[config.mk]
export PLATFORM = sky130hd
export DESIGN_NAME = isrp_target
export DESIGN_NICKNAME = d
export VERILOG_FILES = /design/src/isrp_pkg.sv /design/src/isrp_line_if.sv /design/src/isrp_line_sync.sv /design/src/isrp_target.sv
export SDC_FILE = /design/constraint.sdc
export NUM_CORES = 1
export LEC_CHECK = 0
export ABC_AREA = 1
export ABC_CLOCK_PERIOD_IN_PS = 1750
export BUFFER_PORTS_ARGS = -buffer_cell sky130_fd_sc_hd__buf_2
export CAP_MARGIN = 20
export CORE_AREA = 2 2 84 86
export DETAILED_ROUTE_END_ITERATION = 12
export DIE_AREA = 0 0 86 88
export MAX_ROUTING_LAYER = met4
export PLACE_DENSITY = 0.83
export REMOVE_ABC_BUFFERS = 1
export SLEW_MARGIN = 10
export SYNTH_ARGS = -nofsm -noshare
export SYNTH_HDL_FRONTEND = slang
export SYNTH_SLANG_ARGS = --single-unit
[constraint.sdc]
create_clock -name clk -period 1.75 [get_ports clk]
set_input_delay 0.0875 -clock clk [delete_from_list [all_inputs] [get_ports clk]]
set_output_delay 0.0875 -clock clk [all_outputs]
set_load 0.02 [all_outputs]
[src/isrp_pkg.sv]
// constants, states and strap decoding for the two-wire target port
package isrp_pkg;

  // bus timing: fastest bit rate the port must follow, against the local clock
  localparam int unsigned CLK_HZ          = 10_000_000;
  localparam int unsigned MAX_BIT_RATE    = 400_000;
  localparam int unsigned CYCLES_PER_BIT  = CLK_HZ / MAX_BIT_RATE;
  // two synchroniser flops plus two of the glitch filter (s3_q, filt_q); the edge stage adds none
  localparam int unsigned LINE_LATENCY    = 4;

  // address straps and target address
  localparam logic [1:0] STRAP_LOW        = 2'h0;
  localparam logic [1:0] STRAP_HIGH       = 2'h1;
  localparam logic [1:0] STRAP_OPEN       = 2'h2;
  localparam logic [6:0] ADDR_BASE        = 7'h50;
  localparam logic [6:0] ADDR_LAST        = 7'h58;
  localparam logic [1:0] STRAP_SETTLE     = 2'h3;

  // byte framing and command byte layout
  localparam logic [3:0] BITS_PER_BYTE    = 4'h8;
  localparam int unsigned RW_BIT          = 0;
  localparam int unsigned CMD_AUTO_BIT    = 6;
  localparam int unsigned LOC_W           = 6;
  localparam int unsigned LOC_COUNT       = 16;

  // line indices inside the synchroniser
  localparam int unsigned LINE_SCL        = 0;
  localparam int unsigned LINE_SDA        = 1;

  typedef enum logic [3:0] {
    ST_IDLE,
    ST_ADDR,
    ST_ADDR_ACK,
    ST_CMD,
    ST_CMD_ACK,
    ST_WDATA,
    ST_WDATA_ACK,
    ST_RDATA,
    ST_RDATA_ACK,
    ST_IGNORE
  } isrp_state_e;

  // strap pair (high, low) to target address
  function automatic logic [6:0] strap_to_addr(input logic [1:0] hi, input logic [1:0] lo);
    logic [6:0] idx;
    idx = 7'h0;
    case ({hi, lo})
      {STRAP_LOW,  STRAP_LOW }: idx = 7'h0;
      {STRAP_LOW,  STRAP_HIGH}: idx = 7'h1;
      {STRAP_HIGH, STRAP_LOW }: idx = 7'h2;
      {STRAP_HIGH, STRAP_HIGH}: idx = 7'h3;
      {STRAP_LOW,  STRAP_OPEN}: idx = 7'h4;
      {STRAP_OPEN, STRAP_LOW }: idx = 7'h5;
      {STRAP_HIGH, STRAP_OPEN}: idx = 7'h6;
      {STRAP_OPEN, STRAP_HIGH}: idx = 7'h7;
      default:                  idx = 7'h8;
    endcase
    return ADDR_BASE + idx;
  endfunction : strap_to_addr

endpackage : isrp_pkg

[src/isrp_line_if.sv]
// filtered bus lines and their events, from the synchroniser to the target
`timescale 1ns/1ps
interface isrp_line_if;
  logic scl;
  logic sda;
  logic scl_rise;
  logic scl_fall;
  logic start;
  logic stop;

  modport src (output scl, output sda, output scl_rise, output scl_fall, output start,
               output stop);
  modport dst (input scl, input sda, input scl_rise, input scl_fall, input start,
               input stop);
endinterface : isrp_line_if

[src/isrp_line_sync.sv]
// two-flop synchronisers, glitch filter and edge/condition detection for both lines
`timescale 1ns/1ps
module isrp_line_sync (
  input  wire logic  clk,
  input  wire logic  reset,
  input  wire logic  scl_pin,
  input  wire logic  sda_pin,
  isrp_line_if.src   line
);

  logic [1:0] pin_w;
  logic [1:0] s1_q;
  logic [1:0] s2_q;
  logic [1:0] s3_q;
  logic [1:0] filt_q;
  logic [1:0] prev_q;

  assign pin_w[isrp_pkg::LINE_SCL] = scl_pin;
  assign pin_w[isrp_pkg::LINE_SDA] = sda_pin;

  // idle bus is high on both lines
  for (genvar i = 0; i < 2; i++) begin : g_line
    always_ff @(posedge clk or posedge reset) begin
      if (reset) begin
        s1_q[i]   <= 1'b1;
        s2_q[i]   <= 1'b1;
        s3_q[i]   <= 1'b1;
        filt_q[i] <= 1'b1;
        prev_q[i] <= 1'b1;
      end else begin
        s1_q[i] <= pin_w[i];
        s2_q[i] <= s1_q[i];
        s3_q[i] <= s2_q[i];
        // a level must be seen on two samples running before it is taken
        if (s2_q[i] == s3_q[i]) begin
          filt_q[i] <= s3_q[i];
        end
        prev_q[i] <= filt_q[i];
      end
    end
  end

  assign line.scl      = filt_q[isrp_pkg::LINE_SCL];
  assign line.sda      = filt_q[isrp_pkg::LINE_SDA];
  assign line.scl_rise = filt_q[isrp_pkg::LINE_SCL] & ~prev_q[isrp_pkg::LINE_SCL];
  assign line.scl_fall = ~filt_q[isrp_pkg::LINE_SCL] & prev_q[isrp_pkg::LINE_SCL];
  // data change while clock stays high is a bus condition, never data
  assign line.start = filt_q[isrp_pkg::LINE_SCL] & prev_q[isrp_pkg::LINE_SCL]
                    & prev_q[isrp_pkg::LINE_SDA] & ~filt_q[isrp_pkg::LINE_SDA];
  assign line.stop  = filt_q[isrp_pkg::LINE_SCL] & prev_q[isrp_pkg::LINE_SCL]
                    & ~prev_q[isrp_pkg::LINE_SDA] & filt_q[isrp_pkg::LINE_SDA];

  property p_glitch_held;
    @(posedge clk) disable iff (reset)
      (s2_q[isrp_pkg::LINE_SCL] != s3_q[isrp_pkg::LINE_SCL]) |=> $stable(line.scl);
  endproperty
  a_glitch_held: assert property (p_glitch_held)
    else $error("filtered clock moved on a single disagreeing sample");

  property p_start_needs_high_clock;
    @(posedge clk) disable iff (reset)
      line.start |-> line.scl && $past(line.sda) && !line.sda;
  endproperty
  a_start_needs_high_clock: assert property (p_start_needs_high_clock)
    else $error("start flagged without a data fall under high clock");

endmodule : isrp_line_sync

[src/isrp_target.sv]
// two-wire bus target: address match, command decode, register write and read
`timescale 1ns/1ps
// Functional notes
// - target only: never drives or stretches the serial clock line.
// - works at bit rates up to 400 kbit/s; master must not exceed it.
// - one bit per clock pulse; data change while clock high is a condition.
// - data fall under high clock is START or repeated START; resets bit tracking.
// - data rise under high clock is STOP; ends transaction, back to idle.
// - bus busy from START until STOP, held busy across repeated START.
// - seven-bit target address fixed by strap inputs, not writable.
// - two three-level straps select nine addresses 1010000 to 1011000.
// - first seven bits after START compared with own address; respond on match.
// - eighth bit of first byte: zero master writes, one master reads.
// - each byte followed by ack slot; acker holds data low through clock high.
// - no limit on bytes between START and STOP.
// - addressed receiver acknowledges every byte up to a rejected location, and none from that command on.
// - on master nack the device releases data high for the STOP.
// - byte after write address is command; low six bits select location.
// - single write: addr, ack, command, ack, data msb first, ack and update.
// - command naming a missing location gets nack in its ack slot.
// - command bit 6 enables auto-increment of location after each written byte and each read byte the master acks.
// - read: command in write phase, repeated START with read bit, byte out.
// - auto-increment reads advance to the last location, then wrap to zero.
module isrp_target #(
  parameter int unsigned LOC_COUNT = isrp_pkg::LOC_COUNT
) (
  input  wire logic                      clk,
  input  wire logic                      reset,
  input  wire logic                      scl_in,
  input  wire logic                      sda_in,
  output logic                           sda_out,
  output logic                           sda_oe,
  input  wire logic [1:0]                address_strap_high,
  input  wire logic [1:0]                address_strap_low,
  output logic                           bus_busy,
  output logic [6:0]                     own_address,
  output logic                           reg_wr_strobe,
  output logic [isrp_pkg::LOC_W-1:0]     reg_wr_addr,
  output logic [7:0]                     reg_wr_data,
  output logic [isrp_pkg::LOC_W-1:0]     reg_rd_addr,
  input  wire logic [7:0]                reg_rd_data
);

  localparam logic [isrp_pkg::LOC_W-1:0] LOC_LAST = isrp_pkg::LOC_W'(LOC_COUNT - 1);
  localparam logic [isrp_pkg::LOC_W-1:0] LOC_ZERO = '0;

  localparam logic [isrp_pkg::LOC_W-1:0] LOC_ONE  = isrp_pkg::LOC_W'(1);

  isrp_line_if line ();

  // frame state and byte tracking
  isrp_pkg::isrp_state_e        state_q;
  isrp_pkg::isrp_state_e        state_d;
  logic [3:0]                   bit_cnt_q;
  logic [7:0]                   rx_q;
  logic [7:0]                   tx_q;
  logic [isrp_pkg::LOC_W-1:0]   loc_q;
  logic [isrp_pkg::LOC_W-1:0]   loc_next;
  logic                         auto_inc_q;
  logic                         loc_ok_q;
  logic                         rd_dir_q;
  logic                         master_ack_q;
  logic                         busy_q;
  logic                         byte_done;
  logic                         data_state;
  logic                         loc_valid;
  logic                         addr_match;

  // strap synchronisers and the address they select
  logic [1:0]                   strap_hi_s1_q;
  logic [1:0]                   strap_hi_s2_q;
  logic [1:0]                   strap_lo_s1_q;
  logic [1:0]                   strap_lo_s2_q;
  logic [6:0]                   own_addr_q;

  // register write port
  logic                         wr_strobe_q;
  logic [isrp_pkg::LOC_W-1:0]   wr_addr_q;
  logic [7:0]                   wr_data_q;

  // the filter costs a few local cycles per line phase, which bounds the bit rate
  isrp_line_sync u_line_sync (
    .clk     (clk),
    .reset   (reset),
    .scl_pin (scl_in),
    .sda_pin (sda_in),
    .line    (line)
  );

  // straps are pins: two flops before the address decode reads them
  always_ff @(posedge clk or posedge reset) begin
    if (reset) begin
      strap_hi_s1_q <= isrp_pkg::STRAP_LOW;
      strap_hi_s2_q <= isrp_pkg::STRAP_LOW;
      strap_lo_s1_q <= isrp_pkg::STRAP_LOW;
      strap_lo_s2_q <= isrp_pkg::STRAP_LOW;
    end else begin
      strap_hi_s1_q <= address_strap_high;
      strap_hi_s2_q <= strap_hi_s1_q;
      strap_lo_s1_q <= address_strap_low;
      strap_lo_s2_q <= strap_lo_s1_q;
    end
  end

  // address comes only from the straps, nothing on the bus can change it
  always_ff @(posedge clk or posedge reset) begin
    if (reset) begin
      own_addr_q <= isrp_pkg::ADDR_BASE;
    end else begin
      own_addr_q <= isrp_pkg::strap_to_addr(strap_hi_s2_q, strap_lo_s2_q);
    end
  end

  assign byte_done  = (bit_cnt_q == isrp_pkg::BITS_PER_BYTE);
  assign addr_match = (rx_q[7:1] == own_addr_q);
  assign loc_valid  = (32'(rx_q[isrp_pkg::LOC_W-1:0]) < LOC_COUNT);
  assign loc_next   = (loc_q == LOC_LAST) ? LOC_ZERO : loc_q + LOC_ONE;
  assign data_state = (state_q == isrp_pkg::ST_ADDR)
                    | (state_q == isrp_pkg::ST_CMD)
                    | (state_q == isrp_pkg::ST_WDATA)
                    | (state_q == isrp_pkg::ST_RDATA);

  // conditions take priority over any bit event; moves happen on clock falls
  always_comb begin
    state_d = state_q;
    if (line.stop) begin
      state_d = isrp_pkg::ST_IDLE;
    end else if (line.start) begin
      state_d = isrp_pkg::ST_ADDR;
    end else if (line.scl_fall) begin
      case (state_q)
        isrp_pkg::ST_ADDR: begin
          if (byte_done) begin
            state_d = addr_match ? isrp_pkg::ST_ADDR_ACK : isrp_pkg::ST_IGNORE;
          end
        end
        isrp_pkg::ST_ADDR_ACK: begin
          state_d = rd_dir_q ? isrp_pkg::ST_RDATA : isrp_pkg::ST_CMD;
        end
        isrp_pkg::ST_CMD: begin
          if (byte_done) begin
            state_d = isrp_pkg::ST_CMD_ACK;
          end
        end
        isrp_pkg::ST_CMD_ACK: begin
          state_d = loc_ok_q ? isrp_pkg::ST_WDATA : isrp_pkg::ST_IGNORE;
        end
        isrp_pkg::ST_WDATA: begin
          if (byte_done) begin
            state_d = isrp_pkg::ST_WDATA_ACK;
          end
        end
        isrp_pkg::ST_WDATA_ACK: begin
          state_d = isrp_pkg::ST_WDATA;
        end
        isrp_pkg::ST_RDATA: begin
          if (byte_done) begin
            state_d = isrp_pkg::ST_RDATA_ACK;
          end
        end
        isrp_pkg::ST_RDATA_ACK: begin
          state_d = master_ack_q ? isrp_pkg::ST_RDATA : isrp_pkg::ST_IGNORE;
        end
        isrp_pkg::ST_IDLE: begin
          state_d = isrp_pkg::ST_IDLE;
        end
        isrp_pkg::ST_IGNORE: begin
          state_d = isrp_pkg::ST_IGNORE;
        end
        default: begin
          state_d = isrp_pkg::ST_IDLE;
        end
      endcase
    end
  end

  always_ff @(posedge clk or posedge reset) begin
    if (reset) begin
      state_q <= isrp_pkg::ST_IDLE;
    end else begin
      state_q <= state_d;
    end
  end

  // bit position restarts on every condition and after each byte
  always_ff @(posedge clk or posedge reset) begin
    if (reset) begin
      bit_cnt_q <= 4'h0;
    end else if (line.start || line.stop) begin
      bit_cnt_q <= 4'h0;
    end else if (line.scl_fall && data_state && byte_done) begin
      bit_cnt_q <= 4'h0;
    end else if (line.scl_rise && data_state) begin
      bit_cnt_q <= bit_cnt_q + 4'h1;
    end
  end

  // data is taken on the rising clock, msb first
  always_ff @(posedge clk or posedge reset) begin
    if (reset) begin
      rx_q <= 8'h00;
    end else if (line.scl_rise && data_state) begin
      rx_q <= {rx_q[6:0], line.sda};
    end
  end

  always_ff @(posedge clk or posedge reset) begin
    if (reset) begin
      rd_dir_q <= 1'b0;
    end else if (line.scl_fall && state_q == isrp_pkg::ST_ADDR && byte_done) begin
      rd_dir_q <= rx_q[isrp_pkg::RW_BIT];
    end
  end

  // command byte: location, auto-increment flag and whether the location exists
  always_ff @(posedge clk or posedge reset) begin
    if (reset) begin
      loc_q      <= LOC_ZERO;
      auto_inc_q <= 1'b0;
      loc_ok_q   <= 1'b0;
    end else if (line.scl_fall && state_q == isrp_pkg::ST_CMD && byte_done) begin
      loc_q      <= rx_q[isrp_pkg::LOC_W-1:0];
      auto_inc_q <= rx_q[isrp_pkg::CMD_AUTO_BIT];
      loc_ok_q   <= loc_valid;
    end else if (line.scl_fall && state_q == isrp_pkg::ST_WDATA_ACK && auto_inc_q) begin
      loc_q <= loc_next;
    end else if (line.scl_rise && state_q == isrp_pkg::ST_RDATA_ACK && !line.sda
                 && auto_inc_q) begin
      loc_q <= loc_next;
    end
  end

  // master answer in the read ack slot; low means send another byte
  always_ff @(posedge clk or posedge reset) begin
    if (reset) begin
      master_ack_q <= 1'b0;
    end else if (line.scl_rise && state_q == isrp_pkg::ST_RDATA_ACK) begin
      master_ack_q <= ~line.sda;
    end
  end

  // read byte is loaded on the fall that opens its first bit, then shifted per fall
  always_ff @(posedge clk or posedge reset) begin
    if (reset) begin
      tx_q <= 8'hFF;
    end else if (line.scl_fall) begin
      if (state_q == isrp_pkg::ST_ADDR_ACK && rd_dir_q) begin
        tx_q <= reg_rd_data;
      end else if (state_q == isrp_pkg::ST_RDATA_ACK && master_ack_q) begin
        tx_q <= reg_rd_data;
      end else if (state_q == isrp_pkg::ST_RDATA && !byte_done) begin
        tx_q <= {tx_q[6:0], 1'b1};
      end
    end
  end

  always_ff @(posedge clk or posedge reset) begin
    if (reset) begin
      busy_q <= 1'b0;
    end else if (line.start) begin
      busy_q <= 1'b1;
    end else if (line.stop) begin
      busy_q <= 1'b0;
    end
  end

  // register update as the data byte's ack slot opens
  always_ff @(posedge clk or posedge reset) begin
    if (reset) begin
      wr_strobe_q <= 1'b0;
      wr_addr_q   <= LOC_ZERO;
      wr_data_q   <= 8'h00;
    end else begin
      wr_strobe_q <= line.scl_fall && state_q == isrp_pkg::ST_WDATA && byte_done;
      if (line.scl_fall && state_q == isrp_pkg::ST_WDATA && byte_done) begin
        wr_addr_q <= loc_q;
        wr_data_q <= rx_q;
      end
    end
  end

  // open drain: the line is only ever pulled low, changes follow a clock fall
  always_comb begin
    sda_oe = 1'b0;
    case (state_q)
      isrp_pkg::ST_ADDR_ACK:  sda_oe = 1'b1;
      isrp_pkg::ST_CMD_ACK:   sda_oe = loc_ok_q;
      isrp_pkg::ST_WDATA_ACK: sda_oe = 1'b1;
      isrp_pkg::ST_RDATA:     sda_oe = ~tx_q[7];
      default:                sda_oe = 1'b0;
    endcase
  end

  // clock line is an input only: no drive, no stretching
  assign sda_out       = 1'b0;
  assign bus_busy      = busy_q;
  assign own_address   = own_addr_q;
  assign reg_wr_strobe = wr_strobe_q;
  assign reg_wr_addr   = wr_addr_q;
  assign reg_wr_data   = wr_data_q;
  assign reg_rd_addr   = loc_q;

  property p_start_restarts;
    @(posedge clk) disable iff (reset)
      line.start |=> state_q == isrp_pkg::ST_ADDR && bit_cnt_q == 4'h0;
  endproperty
  a_start_restarts: assert property (p_start_restarts)
    else $error("start did not restart byte tracking");

  property p_stop_idles;
    @(posedge clk) disable iff (reset)
      line.stop |=> state_q == isrp_pkg::ST_IDLE && !bus_busy;
  endproperty
  a_stop_idles: assert property (p_stop_idles)
    else $error("stop did not return the port to idle");

  property p_busy_held;
    @(posedge clk) disable iff (reset)
      bus_busy && !line.stop |=> bus_busy;
  endproperty
  a_busy_held: assert property (p_busy_held)
    else $error("bus busy dropped without a stop");

  property p_oe_steady;
    @(posedge clk) disable iff (reset)
      $past(line.scl) && !$past(line.start) && !$past(line.stop) |-> $stable(sda_oe);
  endproperty
  a_oe_steady: assert property (p_oe_steady)
    else $error("data drive changed while the clock was high");

  property p_bad_loc_nack;
    @(posedge clk) disable iff (reset)
      line.scl_fall && state_q == isrp_pkg::ST_CMD && byte_done && !loc_valid
      |=> state_q == isrp_pkg::ST_CMD_ACK && !sda_oe;
  endproperty
  a_bad_loc_nack: assert property (p_bad_loc_nack)
    else $error("missing location was acknowledged");

  property p_wr_pulse;
    @(posedge clk) disable iff (reset)
      reg_wr_strobe |=> !reg_wr_strobe;
  endproperty
  a_wr_pulse: assert property (p_wr_pulse)
    else $error("register write strobe held longer than one cycle");

endmodule : isrp_target

---- After elaboration in Yosys (flattened, before gate mapping) ----
Memory sizes are Yosys's and may differ from the RTL's.
Cells that the tools add are included.
storage, ports and cells
  register bits after elaboration ......... 75
  memories ................................ 1
  ROM bits ................................ 64
  output and inout port bits .............. 31
  word-level logic and storage cells ...... 119
memories
  memory           depth  bits a word  rd ports  clocked after memory_dff  wr ports  RTL line        RTL
  (no name shown)  16     4            1         0                         0         isrp_pkg.sv:47  case ({hi, lo})
cells by class
  order comparisons ....................... 1
  reduce and logical (&&, ||, !) cells .... 28
  eq/ne operators ......................... 18
  $add $sub $neg .......................... 3
  multiplexer cells ....................... 25
  bitwise gates (word level) .............. 15
operators by type and width
  operator               number
  $mux W4                13
  $pmux W4 S9            1
  $mux W6                4
  $mux W8                3
  $logic_and A1 B1 Y1    17
  $eq A4 B3 Y1 const B   4
  $ne A4 B4 Y1 const B   4
  $eq A4 B4 Y1 const B   3
  $reduce_bool A3 Y1     4
  $eq A4 B2 Y1 const B   2
  $add A7 B7 Y7 const A  1
  $and A1 B1 Y1          7
  $eq A7 B7 Y1           1
  $add A6 B1 Y6 const B  1
  $eq A6 B4 Y1 const B   1
  $lt A6 B5 Y1 const B   1
  $not A1 Y1             5
  $reduce_and A5 Y1      1
  $add A4 B1 Y4 const B  1
  $eq A4 B1 Y1 const B   1
  $mux W3                1
  $or A1 B1 Y1           3
  $pmux W1 S3            1
  $eq A1 B1 Y1           2
  other kinds (6)        8

---- Logic depth before layout (Yosys ltp) ----
  word-level depth ........................ 8
  mapped depth ............................ 12

---- Hierarchy ----
Synthesis repeated with hierarchy kept, for this count alone.
unflattened totals
  cell total of the unflattened synthesis .. 387
  area, all modules ....................... 3,308.2 um^2
by module, submodules not included
  module          cells each  times used  area an instance (um^2)
  isrp_target     361         1           2,976.6
  isrp_line_sync  26          1           331.6

---- Worst setup path before layout ----
Ideal clock, no wire load.
  path kind ............................... reg2reg
  from .................................... reg bit_cnt_q[0]
  to ...................................... reg wr_data_q[4] (netlist: reg_wr_data[4])
  data arrival time ....................... 1.293 ns
  clock period less this slack ............ 1.420 ns
  slack ................................... 0.330 ns
  stages on the path, launching flop included .. 9
  required time ........................... 1.623 ns
  cells stage by stage .................... dfrtp_1 inv_1 ha_1 nand3_1 nor2_2 nand2_2 buf_2 nand2_1 o21ai_0
on the way
  longest elaborated chain between the ends .. 2
ends and longest elaborated chain
  what                    RTL line            RTL
  start, declared         isrp_target.sv:54   logic [3:0] bit_cnt_q;
  start signal, assigned  isrp_target.sv:194  bit_cnt_q <= bit_cnt_q + 4'h1;
  $eq A4 B4 Y1            isrp_target.sv:114  assign byte_done = (bit_cnt_q == isrp_pkg::BITS_PER_BYTE);
  $logic_and A1 B1 Y1     isrp_target.sv:275  if (line.scl_fall && state_q == isrp_pkg::ST_WDATA && byte_done) begin
  end signal, assigned    isrp_target.sv:277  wr_data_q <= rx_q;
  end, declared           isrp_target.sv:79   logic [7:0] wr_data_q;
Every way passes these cells.
A chain may end at the register's enable or synchronous reset.

---- Worst setup path after layout ----
  from .................................... reg state_q[3]
  to ...................................... out sda_oe
on the way
  longest elaborated chain between the ends .. 3
  elaborated cells on any way between the ends .. 6
  classes of those cells .................. eq/ne: 4; mux: 1; reduce/logical: 1
ends and longest elaborated chain
  what                                          RTL line            RTL
  start, declared                               isrp_target.sv:52   isrp_pkg::isrp_state_e state_q;
  start signal, assigned                        isrp_target.sv:179  state_q <= isrp_pkg::ST_IDLE;
  start signal, assigned                        isrp_target.sv:181  state_q <= state_d;
  $eq A4 B3 Y1 or $eq A4 B2 Y1 (tied branches)  isrp_target.sv:285  case (state_q)
  $reduce_or A2 Y1 (no line)                    n/a
  $pmux W1 S3 (*)                               isrp_target.sv:285
  end, declared                                 isrp_target.sv:32   output logic sda_oe,
Mark *: on every way between the ends. The rest lies on a longest branch, timed or not.

==> results_dict.tcl <==
set metrics [dict create \
    status "complete, no violations" \
    final_antenna_net_count 0 \
    crit_chain "buf_4 > nor2_2 > nand2_2 > o221ai_1 > buf_4" \
    synth.largest_area_cell "dfrtp_1" \
    cp.required_ps 1660 \
    dpl.cell_count 500 \
    crit_arrival_ps 1560 \
    hold_start "reg_rd_data[3]" \
    seqPwrFrac_pct 48.3 \
    synth_area_um2 3320 \
    antenna_found_initial 0 \
    grt_pass1_vias 2622 \
    setup_viol 0 \
    final_hold_viol_count 0 \
    coreArea_um2 6640 \
    min_to "tx_q[3]" \
    grt_pass1_wl_mm 11.5 \
    htreeDepth 3 \
    holdCritPathClass "in -> reg" \
    path_class "reg -> out" \
    dominantRegCellSynth "dfrtp_1" \
    reg2reg_depth 9 \
    fin_cells 527 \
    power_switching_uw 1120 \
    p_clk_share_pct 37.2 \
    internal-power_uw 2820 \
    wire_per_inst_um 12.7 \
    finClkSkew_ps 14.9 \
    synth_area_leaders "dfrtp_1 (41%), nand2_1 (15%), dfstp_2 (14%), o21ai_0 (5.1%), inv_1 (4.1%)" \
    leakagePower_uw 0.00204 \
    timing.rr.end "reg_rd_addr[3]" \
    pwr-share-comb_pct 14.5 \
    diodes 0 \
    io_buffers 42 \
    critPathCaptureType "output pin" \
    drive_gt1_share_pct 24.8 \
    num_rows 30 \
    fill_cells 560 \
    cts_tree "done" \
    vias 2680 \
    place_hpwl_mm 4.70 \
    clkLatencyLatePin_ps 350 \
    initial_core_util_pct 49.9 \
    holdPathStages 5 \
    post_drt_via_cell_ratio 5.09 \
    cpMaxStageDelayCell "dfrtp_2" \
    synthTopCellsByCount "nand2_1 (132), dfrtp_1 (54), inv_1 (36)" \
    wirelength_mm 6.67 \
    cts_root_buffer "clkbuf_8" \
    syn_avg_cell_area_um2 8.68 \
    maxCapViolCount 0 \
    synth.most_common_cell "nand2_1" \
    place.gp.congestion 0.910 \
    ys_types 36 \
    nets 461 \
    cts.sinks 72 \
    yosysWarningCount 0 \
    die_h_um 88 \
    grt_usage_pct 19.9 \
    grt_max_degree 50 \
    die_x_um 86 \
    fmax_mhz 606 \
    start_kind "register" \
    slowest_delay_ps 460 \
    rr_startpoint "bit_cnt_q[0]" \
    drt-initial-drc-count 171 \
    crit_fanout 5 \
    clock_path_buffers 2 \
    synth-edff-count 0 \
    maxSlewViolCount 0 \
    synth_sequential_area_ratio_pct 55.0 \
    synth_top_area_share_pct 40.7 \
    rrSetupSlack_ps 170 \
    gr-total-overflow 0 \
    area_growth_pct 19.8 \
    cts_buffers 9 \
    cp_common_cell "buf_4" \
    die-area_um2 7570 \
    layout_min_cycle_time_ps 1650 \
    dr.pass1.iters 5 \
    post-route-util_pct 59.8 \
    powerDensity_nw_per_um2 993 \
    drc_errors 0 \
    sw_frac_of_total_pct 28.5 \
    ys_seq_elements 72 \
    cp.depth 5 \
    async_reset_ff_share_pct 100 \
    postSynthCellCount 382 \
    path_buf_inv 2 \
    io-pin-count 47 \
    max-vdd-ir-drop_mv 0.681 \
    fin_crit_sh_pct 94.3 \
    path_delay_family "flip-flops" \
    clk_pin_slew_ps 80 \
]
[power by group through the flow]
stage          Combinational [µW]  Clock (µW)  Sequential [µW]
2_1_floorplan                 349           0             1950
3_3_place_gp                  521           0             1930
3_5_place_dp                  536           0             1940
4_1_cts                       554        1500             1910
5_1_grt                       644        1570             1920
6_report                      571        1470             1910
[registers in the layout, indices dropped and copies added, names as in the netlist, 2 cells and up]
signal              flops
reg_wr_data             8
rx_q                    8
tx_q                    8
reg_rd_addr             6
reg_wr_addr             6
bit_cnt_q               4
own_address             4
state_q                 4
strap_hi_s1_q           2
strap_hi_s2_q           2
strap_lo_s1_q           2
strap_lo_s2_q           2
u_line_sync.prev_q      2
u_line_sync.s1_q        2
u_line_sync.s2_q        2
u_line_sync.s3_q        2
[through the flow]
stage	power [µW]	instance area, µm²	TNS (ps)	setup slack [ps]	hold WS, ps
after floorplan	2290	3250	-7160	-133	92.0
after global placement	2450	3600	0	189	140
after detailed placement	2470	3600	0	90.9	145
after CTS	3960	3930	0	35.6	13.0
after global routing	4130	3980	-11.9	-11.9	42.2
final	3950	3980	0	99.9	24.9
[cells in the final DEF (no fill, tap or decap), drive strengths merged]
cell type,instances
o221ai,1
nor3,10
dfrtp,54
o21ai,37
dfstp,18
clkinv,3
conb,4
nand3,21
a211oi,1
inv,41
clkinvlp,1
a21boi,1
dlygate4sd3,8
a31oi,1
o31ai,1
maj3,2
nand4,8
xnor2,1
buf,49
and2,1
xor2,4
clkbuf,9
a21oi,3
bufinv,2
nor3b,1
ha,3
nor2,22
nand2,140
[routing by layer]
metal / global-route usage [%] / wire, µm / vias to the layer above
met4: 9.09 / 119 / 0
met5: - / 0 / -
li1: - / - / 1332
met2: 32.1 / 3250 / 67
met1: 24.0 / 3030 / 1265
met3: 4.34 / 269 / 16
[timing repair]
item,4_1_cts,5_1_grt
hold endpoints to repair,20,0
setup buffers,1,2
pin swaps,0,1
gates resized for setup,3,9
setup endpoints to repair,1,28
hold buffers,8,0
[cell families after synthesis]
kind of cell,count (synthesis),synth area share (%)
buffers and inverters,50,6.94
flip-flops,72,55.0
other,2,0.226
XOR/XNOR,5,1.32
AND/OR/NAND/NOR,203,27.6
AO/OA/AOI/OAI,45,7.17
adder cells (fa/ha/maj),5,1.74
[final cells by class]
| type | count | area (µm²) | share of cell area, % |
|---|---|---|---|
| multi-input cells | 262 | 1310 | 32.9 |
| clock inverters | 7 | 103 | 2.58 |
| repair buffers | 57 | 358 | 9.00 |
| flip-flops and latches | 72 | 1830 | 45.9 |
| well taps | 80 | 100 | 2.52 |
| clock buffers | 9 | 124 | 3.12 |
| inverters | 40 | 158 | 3.97 |
[worst reg2reg max path, delay by kind of cell (launching register included)]
kind | cells | cell delay, ps
and+or+nand+nor | 6 | 730
adders and majority gates | 1 | 170
AOI/OAI and AO/OA | 1 | 80
buffers and inverters | 1 | 110
DFF | 1 | 390
[how the worst max path moves through the flow]
stage                            start             end  slack (ps)
after floorplan                  reset      auto_inc_q        -130
after global placement    bit_cnt_q[0]  reg_wr_addr[2]         190
after detailed placement  bit_cnt_q[0]  reg_wr_data[5]          90
after CTS                   state_q[3]          sda_oe          40
after global routing        state_q[3]          sda_oe         -10
final                       state_q[3]          sda_oe         100
No activity file was read; power rests on OpenSTA's default activity.
